==> src/shared/kwu_pkg.sv <==
// Package for the key-on wakeup block: register map, field positions,
// reset values, filter timing and the shared address decoder.
// Assumes a 125 MHz system clock and a 16-bit AXI4-Lite byte address.
package kwu_pkg;

  // ****************************************************************
  // Geometry and register map
  // ****************************************************************
  localparam int KWU_NUM_KEYS = 6;            // Key wakeup inputs
  localparam int KWU_ADDR_W = 16;             // AXI byte address width
  localparam logic [15:0] KWU_OFF_ENABLE = 16'h0fd0; // Wakeup enable control
  localparam logic [15:0] KWU_OFF_LEVEL = 16'h0fd4;  // Pin level monitor
  localparam logic [15:0] KWU_OFF_STATUS = 16'h0fd8; // Sticky event status
  localparam logic [15:0] KWU_OFF_MASK = 16'h0fdc;   // Interrupt mask

  // ****************************************************************
  // Field positions and reset values
  // ****************************************************************
  localparam int KWU_ADC_EN_POS = 7;          // Trigger enable bit
  localparam logic [7:0] KWU_ENABLE_RST = 8'h00;
  localparam logic [5:0] KWU_STATUS_RST = 6'h00;
  localparam logic [5:0] KWU_MASK_RST = 6'h00;
  localparam logic [1:0] KWU_RESP_OKAY = 2'h0;
  localparam logic [1:0] KWU_RESP_SLVERR = 2'h2;

  // ****************************************************************
  // Timing
  // ****************************************************************
  localparam int KWU_CLK_NS = 8;              // 125 MHz period
  localparam int KWU_FILTER_NS = 24000;       // Shortest accepted pulse
  // Least time, so round up
  localparam int KWU_FILTER_CYC = (KWU_FILTER_NS + KWU_CLK_NS - 1) / KWU_CLK_NS;

  // ****************************************************************
  // Address decoder, shared by read and write paths
  // ****************************************************************
  typedef enum logic [2:0] {
    KWU_SEL_NONE = 3'b000,
    KWU_SEL_ENABLE = 3'b001,
    KWU_SEL_LEVEL = 3'b010,
    KWU_SEL_STATUS = 3'b011,
    KWU_SEL_MASK = 3'b100
  } kwu_sel_t;

  function automatic kwu_sel_t kwu_decode(input logic [15:0] addr);
    kwu_sel_t sel;
    if (addr == KWU_OFF_ENABLE) begin
      sel = KWU_SEL_ENABLE;
    end else if (addr == KWU_OFF_LEVEL) begin
      sel = KWU_SEL_LEVEL;
    end else if (addr == KWU_OFF_STATUS) begin
      sel = KWU_SEL_STATUS;
    end else if (addr == KWU_OFF_MASK) begin
      sel = KWU_SEL_MASK;
    end else begin
      sel = KWU_SEL_NONE;
    end
    return sel;
  endfunction : kwu_decode

endpackage : kwu_pkg

==> src/rtl/kwu_top.sv <==
// Key-on wakeup block: six filtered low-active key inputs, per-input
// enables, idle release, converter trigger, and an AXI4-Lite slave.
// Assumes idle_mode and wakeup_irq_enable_flag come from logic on aclk;
// key pins are asynchronous and are synchronised inside.
//
// Added by the designer: register access over AXI4-Lite.
`timescale 1ns/1ps

module kwu_top
  import kwu_pkg::*;
#(
  parameter int FILTER_CYC = KWU_FILTER_CYC
) (
  input wire logic aclk,
  input wire logic aresetn,
  // AXI4-Lite write address
  input wire logic [KWU_ADDR_W-1:0] s_axi_awaddr,
  input wire logic s_axi_awvalid,
  output logic s_axi_awready,
  // AXI4-Lite write data
  input wire logic [31:0] s_axi_wdata,
  input wire logic [3:0] s_axi_wstrb,
  input wire logic s_axi_wvalid,
  output logic s_axi_wready,
  // AXI4-Lite write response
  output logic [1:0] s_axi_bresp,
  output logic s_axi_bvalid,
  input wire logic s_axi_bready,
  // AXI4-Lite read address
  input wire logic [KWU_ADDR_W-1:0] s_axi_araddr,
  input wire logic s_axi_arvalid,
  output logic s_axi_arready,
  // AXI4-Lite read data
  output logic [31:0] s_axi_rdata,
  output logic [1:0] s_axi_rresp,
  output logic s_axi_rvalid,
  input wire logic s_axi_rready,
  // Key pins, active low
  input wire logic [KWU_NUM_KEYS-1:0] key_input_n,
  // System side
  input wire logic idle_mode,
  input wire logic wakeup_irq_enable_flag,
  output logic idle_release,
  output logic adc_start_trigger,
  output logic key_wakeup_interrupt
);

  // ****************************************************************
  // Elaboration check
  // ****************************************************************
  if (FILTER_CYC < 2) begin : g_bad_filter
    $error("kwu_top: FILTER_CYC must be at least 2");
  end

  // ****************************************************************
  // Declarations
  // ****************************************************************
  logic [7:0] wakeup_enable_control; // Write-only control
  logic [KWU_NUM_KEYS-1:0] wake_enable; // Per-input enables
  logic adc_trigger_enable; // Converter trigger gate
  logic [KWU_NUM_KEYS-1:0] level; // Filtered pin levels
  logic [KWU_NUM_KEYS-1:0] level_prev; // Previous filtered levels
  logic [KWU_NUM_KEYS-1:0] key_fell; // Filtered high-to-low edges
  logic [KWU_NUM_KEYS-1:0] key_event; // Edges on enabled inputs
  logic [KWU_NUM_KEYS-1:0] irq_status; // Sticky, write one to clear
  logic [KWU_NUM_KEYS-1:0] irq_mask; // One lets a bit through
  logic [KWU_NUM_KEYS-1:0] status_clear; // Write-one-to-clear strobe
  logic aw_held; // Address captured, waiting
  logic [KWU_ADDR_W-1:0] aw_addr; // Captured write address
  logic w_held; // Data captured, waiting
  logic [7:0] w_byte; // Captured low data byte
  logic w_lane0; // Low byte lane was strobed
  logic do_write; // Both halves present this cycle
  kwu_sel_t wr_sel; // Decoded write target
  kwu_sel_t rd_sel; // Decoded read target
  logic [31:0] next_rdata; // Read data to register

  assign wake_enable = wakeup_enable_control[KWU_NUM_KEYS-1:0];
  assign adc_trigger_enable = wakeup_enable_control[KWU_ADC_EN_POS];

  // ****************************************************************
  // Key input conditioning
  // ****************************************************************
  // One synchroniser and filter per key, all six alike
  for (genvar i = 0; i < KWU_NUM_KEYS; i++) begin : g_key
    kwu_filter #(
      .CYCLES(FILTER_CYC)
    ) u_filter (
      .aclk(aclk),
      .aresetn(aresetn),
      .pin_n(key_input_n[i]),
      .level(level[i])
    );
  end

  // Remember filtered levels for edge detection
  always_ff @(posedge aclk) begin
    if (!aresetn) begin
      level_prev <= '1;
    end else begin
      level_prev <= level;
    end
  end

  // A key press is a filtered fall; only enabled keys count
  assign key_fell = level_prev & ~level;
  assign key_event = key_fell & wake_enable;

  // ****************************************************************
  // AXI4-Lite write path
  // ****************************************************************
  // Each channel is taken once; nothing more until the response
  // is gone, so at most one write is in flight
  assign s_axi_awready = !aw_held && !s_axi_bvalid;
  assign s_axi_wready = !w_held && !s_axi_bvalid;
  assign do_write = aw_held && w_held && !s_axi_bvalid;
  assign wr_sel = kwu_decode(aw_addr);

  // Capture write address
  always_ff @(posedge aclk) begin
    if (!aresetn) begin
      aw_held <= 1'b0;
      aw_addr <= '0;
    end else if (s_axi_awvalid && s_axi_awready) begin
      aw_held <= 1'b1;
      aw_addr <= s_axi_awaddr;
    end else if (do_write) begin
      aw_held <= 1'b0;
    end
  end

  // Capture write data; only the low byte carries register bits
  always_ff @(posedge aclk) begin
    if (!aresetn) begin
      w_held <= 1'b0;
      w_byte <= 8'h00;
      w_lane0 <= 1'b0;
    end else if (s_axi_wvalid && s_axi_wready) begin
      w_held <= 1'b1;
      w_byte <= s_axi_wdata[7:0];
      w_lane0 <= s_axi_wstrb[0];
    end else if (do_write) begin
      w_held <= 1'b0;
    end
  end

  // Write response, error for unmapped or read-only targets
  always_ff @(posedge aclk) begin
    if (!aresetn) begin
      s_axi_bvalid <= 1'b0;
      s_axi_bresp <= KWU_RESP_OKAY;
    end else if (do_write) begin
      s_axi_bvalid <= 1'b1;
      if (wr_sel == KWU_SEL_NONE || wr_sel == KWU_SEL_LEVEL) begin
        s_axi_bresp <= KWU_RESP_SLVERR;
      end else begin
        s_axi_bresp <= KWU_RESP_OKAY;
      end
    end else if (s_axi_bready) begin
      s_axi_bvalid <= 1'b0;
    end
  end

  // ****************************************************************
  // Control registers
  // ****************************************************************
  // Enable control; the don't-care bit is stored as zero
  always_ff @(posedge aclk) begin
    if (!aresetn) begin
      wakeup_enable_control <= KWU_ENABLE_RST;
    end else if (do_write && w_lane0 && wr_sel == KWU_SEL_ENABLE) begin
      wakeup_enable_control <= {w_byte[KWU_ADC_EN_POS], 1'b0,
                                w_byte[KWU_NUM_KEYS-1:0]};
    end
  end

  // Interrupt mask
  always_ff @(posedge aclk) begin
    if (!aresetn) begin
      irq_mask <= KWU_MASK_RST;
    end else if (do_write && w_lane0 && wr_sel == KWU_SEL_MASK) begin
      irq_mask <= w_byte[KWU_NUM_KEYS-1:0];
    end
  end

  assign status_clear = (do_write && w_lane0 && wr_sel == KWU_SEL_STATUS) ?
                        w_byte[KWU_NUM_KEYS-1:0] : '0;

  // Sticky status; a new event beats a clear in the same cycle
  always_ff @(posedge aclk) begin
    if (!aresetn) begin
      irq_status <= KWU_STATUS_RST;
    end else begin
      irq_status <= (irq_status & ~status_clear) | key_event;
    end
  end

  // Level interrupt while any unmasked event is pending
  assign key_wakeup_interrupt = |(irq_status & irq_mask);

  // ****************************************************************
  // Idle release and converter trigger
  // ****************************************************************
  // Release only while idle and the core accepts the interrupt;
  // without the core's enable flag the interrupt cannot end idle
  always_ff @(posedge aclk) begin
    if (!aresetn) begin
      idle_release <= 1'b0;
    end else begin
      idle_release <= idle_mode && wakeup_irq_enable_flag
                      && key_wakeup_interrupt;
    end
  end

  // Start pulse, one cycle after each cycle holding any enabled key press, if allowed
  always_ff @(posedge aclk) begin
    if (!aresetn) begin
      adc_start_trigger <= 1'b0;
    end else begin
      adc_start_trigger <= adc_trigger_enable && (|key_event);
    end
  end

  // ****************************************************************
  // AXI4-Lite read path
  // ****************************************************************
  assign s_axi_arready = !s_axi_rvalid;
  assign rd_sel = kwu_decode(s_axi_araddr);

  // Read mux; the write-only control reads as zero
  always_comb begin
    next_rdata = 32'h0000_0000;
    if (rd_sel == KWU_SEL_LEVEL) begin
      next_rdata[KWU_NUM_KEYS-1:0] = level;
    end else if (rd_sel == KWU_SEL_STATUS) begin
      next_rdata[KWU_NUM_KEYS-1:0] = irq_status;
    end else if (rd_sel == KWU_SEL_MASK) begin
      next_rdata[KWU_NUM_KEYS-1:0] = irq_mask;
    end
  end

  // Read response, one cycle after the address is taken
  always_ff @(posedge aclk) begin
    if (!aresetn) begin
      s_axi_rvalid <= 1'b0;
      s_axi_rdata <= 32'h0000_0000;
      s_axi_rresp <= KWU_RESP_OKAY;
    end else if (s_axi_arvalid && s_axi_arready) begin
      s_axi_rvalid <= 1'b1;
      s_axi_rdata <= next_rdata;
      s_axi_rresp <= (rd_sel == KWU_SEL_NONE) ? KWU_RESP_SLVERR : KWU_RESP_OKAY;
    end else if (s_axi_rready) begin
      s_axi_rvalid <= 1'b0;
    end
  end

  // ****************************************************************
  // Assertions
  // ****************************************************************
  // Interrupt and sticky status
  irq_set_a: assert property (@(posedge aclk) disable iff (!aresetn)
    (key_event != '0) |=> (irq_status & $past(key_event)) == $past(key_event))
    else $error("event did not set status");

  irq_level_a: assert property (@(posedge aclk) disable iff (!aresetn)
    ((key_event & irq_mask) != '0 && !(do_write && wr_sel == KWU_SEL_MASK)) |=>
      key_wakeup_interrupt)
    else $error("unmasked event gave no interrupt");

  status_clear_a: assert property (@(posedge aclk) disable iff (!aresetn)
    (status_clear != '0) |=>
      (irq_status & $past(status_clear) & ~$past(key_event)) == '0)
    else $error("status bit survived its clear");

  enable_gate_a: assert property (@(posedge aclk) disable iff (!aresetn)
    ((key_fell & ~wake_enable) != '0 && key_event == '0) |=>
      $stable(irq_status) || ($past(status_clear) != '0))
    else $error("disabled key changed status");

  adc_gate_a: assert property (@(posedge aclk) disable iff (!aresetn)
    adc_start_trigger |-> $past(adc_trigger_enable) && ($past(key_event) != '0))
    else $error("converter trigger without cause");

  adc_fire_a: assert property (@(posedge aclk) disable iff (!aresetn)
    (adc_trigger_enable && key_event != '0) |=> adc_start_trigger)
    else $error("converter trigger missing");

  idle_wake_a: assert property (@(posedge aclk) disable iff (!aresetn)
    (idle_mode && wakeup_irq_enable_flag && key_wakeup_interrupt) |=> idle_release)
    else $error("idle not released");

  idle_flag_a: assert property (@(posedge aclk) disable iff (!aresetn)
    idle_release |-> $past(wakeup_irq_enable_flag) && $past(idle_mode))
    else $error("idle release without enable flag");

  enable_reset_a: assert property (@(posedge aclk)
    $rose(aresetn) |-> wakeup_enable_control == KWU_ENABLE_RST)
    else $error("enables not cleared by reset");

  level_read_a: assert property (@(posedge aclk) disable iff (!aresetn)
    (s_axi_arvalid && s_axi_arready && rd_sel == KWU_SEL_LEVEL) |=>
      s_axi_rvalid && s_axi_rdata[KWU_NUM_KEYS-1:0] == $past(level))
    else $error("level read wrong");

  write_resp_a: assert property (@(posedge aclk) disable iff (!aresetn)
    do_write |=> s_axi_bvalid && !aw_held && !w_held)
    else $error("write response missing");

  // Idle release and converter trigger stay quiet without cause
  idle_stop_a: assert property (@(posedge aclk) disable iff (!aresetn)
    !key_wakeup_interrupt |=> !idle_release)
    else $error("idle released without interrupt");

  trigger_off_a: assert property (@(posedge aclk) disable iff (!aresetn)
    !adc_trigger_enable |=> !adc_start_trigger)
    else $error("converter trigger while disabled");

  // Bus refusals
  level_write_a: assert property (@(posedge aclk) disable iff (!aresetn)
    (do_write && wr_sel == KWU_SEL_LEVEL) |=> s_axi_bresp == KWU_RESP_SLVERR)
    else $error("write to level register not refused");

  read_err_a: assert property (@(posedge aclk) disable iff (!aresetn)
    (s_axi_arvalid && s_axi_arready && rd_sel == KWU_SEL_NONE) |=>
      s_axi_rvalid && s_axi_rresp == KWU_RESP_SLVERR)
    else $error("unmapped read not refused");

  lane_gate_a: assert property (@(posedge aclk) disable iff (!aresetn)
    (do_write && !w_lane0) |=> $stable(wakeup_enable_control) && $stable(irq_mask))
    else $error("write without low lane changed a register");

  // Outputs quiet as reset ends
  reset_quiet_a: assert property (@(posedge aclk)
    $rose(aresetn) |-> !idle_release && !adc_start_trigger && !key_wakeup_interrupt)
    else $error("outputs active after reset");

endmodule : kwu_top

==> src/rtl/kwu_filter.sv <==
// One key input: two-flop synchroniser followed by a stability filter.
// Assumes the pin is asynchronous to aclk and idles high.
`timescale 1ns/1ps
module kwu_filter
  import kwu_pkg::*;
#(
  parameter int CYCLES = KWU_FILTER_CYC
) (
  input wire logic aclk,
  input wire logic aresetn,
  input wire logic pin_n,
  output logic level
);

  // ****************************************************************
  // Elaboration check
  // ****************************************************************
  localparam int CNT_W = $clog2(CYCLES + 1);
  if (CYCLES < 2) begin : g_bad
    $error("kwu_filter: CYCLES must be at least 2");
  end

  logic meta; // First stage, read only by sync
  logic sync; // Second stage
  logic [CNT_W-1:0] cnt; // Cycles the new level has stood

  // Synchroniser, resets to the idle high level
  always_ff @(posedge aclk) begin
    if (!aresetn) begin
      meta <= 1'b1;
      sync <= 1'b1;
    end else begin
      meta <= pin_n;
      sync <= meta;
    end
  end

  // Accept a level only after it stood the full window;
  // any bounce restarts the count, so short glitches vanish
  always_ff @(posedge aclk) begin
    if (!aresetn) begin
      cnt <= '0;
      level <= 1'b1;
    end else if (sync == level) begin
      cnt <= '0;
    end else if (cnt == CNT_W'(CYCLES - 1)) begin
      level <= sync;
      cnt <= '0;
    end else begin
      cnt <= cnt + 1'b1;
    end
  end

  // ****************************************************************
  // Assertions
  // ****************************************************************
  filt_window_a: assert property (@(posedge aclk) disable iff (!aresetn)
    $changed(level) |-> $past(cnt) == CNT_W'(CYCLES - 1))
    else $error("filter level moved before the window ended");

  filt_count_a: assert property (@(posedge aclk) disable iff (!aresetn)
    (cnt != '0) |-> ($past(sync) != $past(level)))
    else $error("filter counted while input matched level");

endmodule : kwu_filter

==> config.mk <==
export PLATFORM = sky130hd
export DESIGN_NAME = kwu_top
export DESIGN_NICKNAME = d
export VERILOG_FILES = /design/src/shared/kwu_pkg.sv /design/src/rtl/kwu_top.sv /design/src/rtl/kwu_filter.sv
export SDC_FILE = /design/constraint.sdc
export NUM_CORES = 1
export LEC_CHECK = 0
export BUFFER_PORTS_ARGS = -buffer_cell sky130_fd_sc_hd__clkbuf_2
export CAP_MARGIN = 15
export CORE_ASPECT_RATIO = 1.4
export CORE_MARGIN = 5
export CORE_UTILIZATION = 30
export DETAILED_ROUTE_END_ITERATION = 7
export SLEW_MARGIN = 20
export SYNTH_ARGS = -nofsm -noshare
export SYNTH_HDL_FRONTEND = slang
export SYNTH_HIERARCHICAL = 1
export SYNTH_SLANG_ARGS = --single-unit
==> constraint.sdc <==
create_clock -name aclk -period 2.54 [get_ports aclk]
set_clock_uncertainty 0.2 [all_clocks]
set_input_delay 0.508 -clock aclk [delete_from_list [all_inputs] [get_ports aclk]]
set_output_delay 0.508 -clock aclk [all_outputs]
set_load 0.03 [all_outputs]
==> impl_metrics.yaml <==
setup_path:
  path_class: "register to register"
  worstPathRequired_ns: 2.67
  start_kind: "register"
  end_kind: "register"
  arrival_ns: 2.23
  cp_max_fo: 7
cts:
  ctsHoldBuffers: 0
  clk_pin_slew_ns: 0.06
  cts_tree: "done"
  cts.sinks: 153
  cts-root-buf: "clkbuf_16"
  htreeDepth: 4
  cts.repair.resized: 0
  insertion_delay_ns: 0.41
  numCtsBuffers: 17
  clock_path_buffers: 2
  post_cts_buffers: 0
global_routing:
  grt_pass1_vias: 4620
  grt_pass1_wl_microns: 21500
  grtUsageTotal_pct: 10.1
  grt_antenna_before_repair: 0
  grt_max_degree: 64
  grt_overflow: 0
yosys:
  synth.avg_cell_area_sq_um: 9.69
  yosysSeqAreaShare_pct: 44.7
  ys.warnings.count: 6
  synth.distinct_cells: 50
  synth_largest_area_cell: "dfxtp_1"
  synth_cells: 707
  synth_top_cell_area_share_pct: 44.7
  syn_area_sq_um: 6850
  synth_area_leaders: "dfxtp_1 45%, nand2_1 5.5%, nor2_2 4.6%"
  ys_ff_latch: 153
finish:
  fin_area_sq_um: 7860
  final_common_cell: "dfxtp_1"
  multi_input_area_sq_um: 3370
  layout-drive-gt1-share_pct: 23.1
  nFillCells: 2325
  fin_util_pct: 34.9
  regArea_sq_um: 3060
  layout.nets: 860
  layout_common_cells: "153 x dfxtp_1, 101 x nand2_1, 69 x clkbuf_2, 50 x nor2_2, 32 x xnor2_1"
  diodes: 0
  area_growth_pct: 14.8
timing:
  min_period_over_period_pct: 82.7
  slew_violations: 0
  tightest_slew_ns: 0.576
  slew_headroom_pct: 61.5
  rsz0062_at_grt: "no"
  setup_violations: 0
  tns_ns: 0
  worst_slack_ns: 0.440
  fmax_mhz: 476
  fin_crit_ns: 2.10
  hold_viol: 0
power:
  p_leak_nw: 2.91
  ir_drop_mv: 0.347
  swShare_pct: 22.3
  cellPowerDensity_nw_per_um2: 683
  totalPowerFinal_w: 0.00537
  p_int_w: 0.00418
  seqPwrFrac_pct: 46.0
  pwr-share-comb_pct: 5.5
  power.switching_w: 0.00120
  power_frac_clock_pct: 48.5
die:
  initial_core_util_pct: 30.4
  core_sq_um: 22500
  std_cell_rows: 65
  die_x_microns: 138
  dieArea_sq_um: 26000
  io_pins: 127
  dieHeight_microns: 189
routing:
  vias: 4765
  drtIter0Drc: 242
  wirelength_microns: 12900
  wl_per_cell_microns: 11.9
  drtPass1Iterations: 4
  drcViolationCount: 0
  drtAntennaViolNets: 0
  vias_per_cell: 4.40
hold_path:
  hp-class: "input port to register"
place:
  place_ws_ns: 0.229
  post-dp-hpwl_microns: 9230
  io_buffers: 70
  gp_congestion: 0.764
  place_area_sq_um: 7260
run_status:
  status: "complete, no violations"
job:
  drv_cap: 0
[cells in the mapped netlist, drive strengths merged]
cell	instances
and2	3
nand4bb	1
buf	44
ha	6
xor2	27
mux2i	18
a22oi	3
conb	1
and3	1
clkbuf	10
nand4	19
nand4b	3
nand2	101
a22o	12
o31ai	4
or4b	6
xnor2	32
o21ai	11
nor3	15
and3b	4
and4	7
and4b	1
dfxtp	153
or3	4
nand3b	9
or4	5
a31oi	4
nand2b	22
nand3	22
mux2	6
a21boi	27
nor4	9
o311ai	1
nor2	79
inv	17
o211a	1
nor2b	8
a21oi	11
[area by class of cell]
class / instances / area share (%)
Clock buffer: 18 / 5.46
Clock inverter: 12 / 2.24
Inverter: 17 / 0.811
Multi-Input combinational cell: 510 / 42.9
Sequential cell: 153 / 38.9
Tap cell: 301 / 4.79
Timing Repair Buffer: 72 / 4.84
[power groups by stage]
stage                     Sequential (W)  Clock [W]  Combinational, W
after global routing             0.00248    0.00277          0.000328
after global placement           0.00252          0          0.000297
final                            0.00247    0.00260          0.000296
after CTS                        0.00247    0.00268          0.000300
after detailed placement         0.00253          0          0.000299
after floorplan                  0.00253          0          0.000239
[critical path: stages, from the launching register on]
cell	delay [ns]
dfxtp_1	0.35
nand3b_1	0.24
nor4_2	0.41
and4b_1	0.57
mux2i_1	0.24
[metrics by stage]
stage | hold slack, ns | cells
CTS | 0.0650 | 1083
global placement | 0.191 | 1053
floorplan | 0.186 | 734
global route | 0.0721 | 1083
finish | 0.0765 | 1083
detailed placement | 0.193 | 1053
[state kept, by name, summed over array words and instances (netlist names)]
| name | count |
|---|---|
| g_key.u_filter/cnt | 72 |
| aw_addr | 16 |
| w_byte | 7 |
| wakeup_enable_control | 7 |
| g_key.u_filter/level | 6 |
| g_key.u_filter/meta | 6 |
| g_key.u_filter/sync | 6 |
| irq_mask | 6 |
| irq_status | 6 |
| level_prev | 6 |
| s_axi_rdata | 6 |
| adc_start_trigger | 1 |
| aw_held | 1 |
| idle_release | 1 |
| s_axi_bresp | 1 |
| s_axi_bvalid | 1 |
| s_axi_rresp | 1 |
| s_axi_rvalid | 1 |
| w_held | 1 |
| w_lane0 | 1 |
[kinds of logic after synthesis]
logic type	synth area share, %
and+or+nand+nor	27.7
DFF	44.7
AOI/OAI and AO/OA	7.76
buffers and inverters	7.52
xor gates and xnor gates	7.54
muxes	3.62
adders and majority gates	1.10
other	0.0547
[metal layers]
layer | wire length [microns] | share of wire, % | vias to the layer above | global-route usage (%)
li1 | - | - | 2471 | -
met1 | 5790 | 45 | 2216 | 12.2
met2 | 6430 | 50 | 69 | 17.1
met3 | 529 | 4.1 | 9 | 2.80
met4 | 148 | 1.1 | 0 | 3.38
met5 | 0 | 0 | - | 0
[final timing paths]
| check | depth (start not counted) | startpoint | endpoint | slack [ns] |
|---|---|---|---|---|
| setup reg to reg | 4 | s_axi_bvalid | wakeup_enable_control[4] | 0.44 |
| setup / recovery | 4 | s_axi_bvalid | wakeup_enable_control[4] | 0.44 |
| hold / removal | 2 | key_input_n[2] | g_key[2].u_filter/meta | 0.08 |
| hold reg to reg | 1 | g_key[3].u_filter/meta | g_key[3].u_filter/sync | 0.21 |
(Power assumes the default switching activity.)
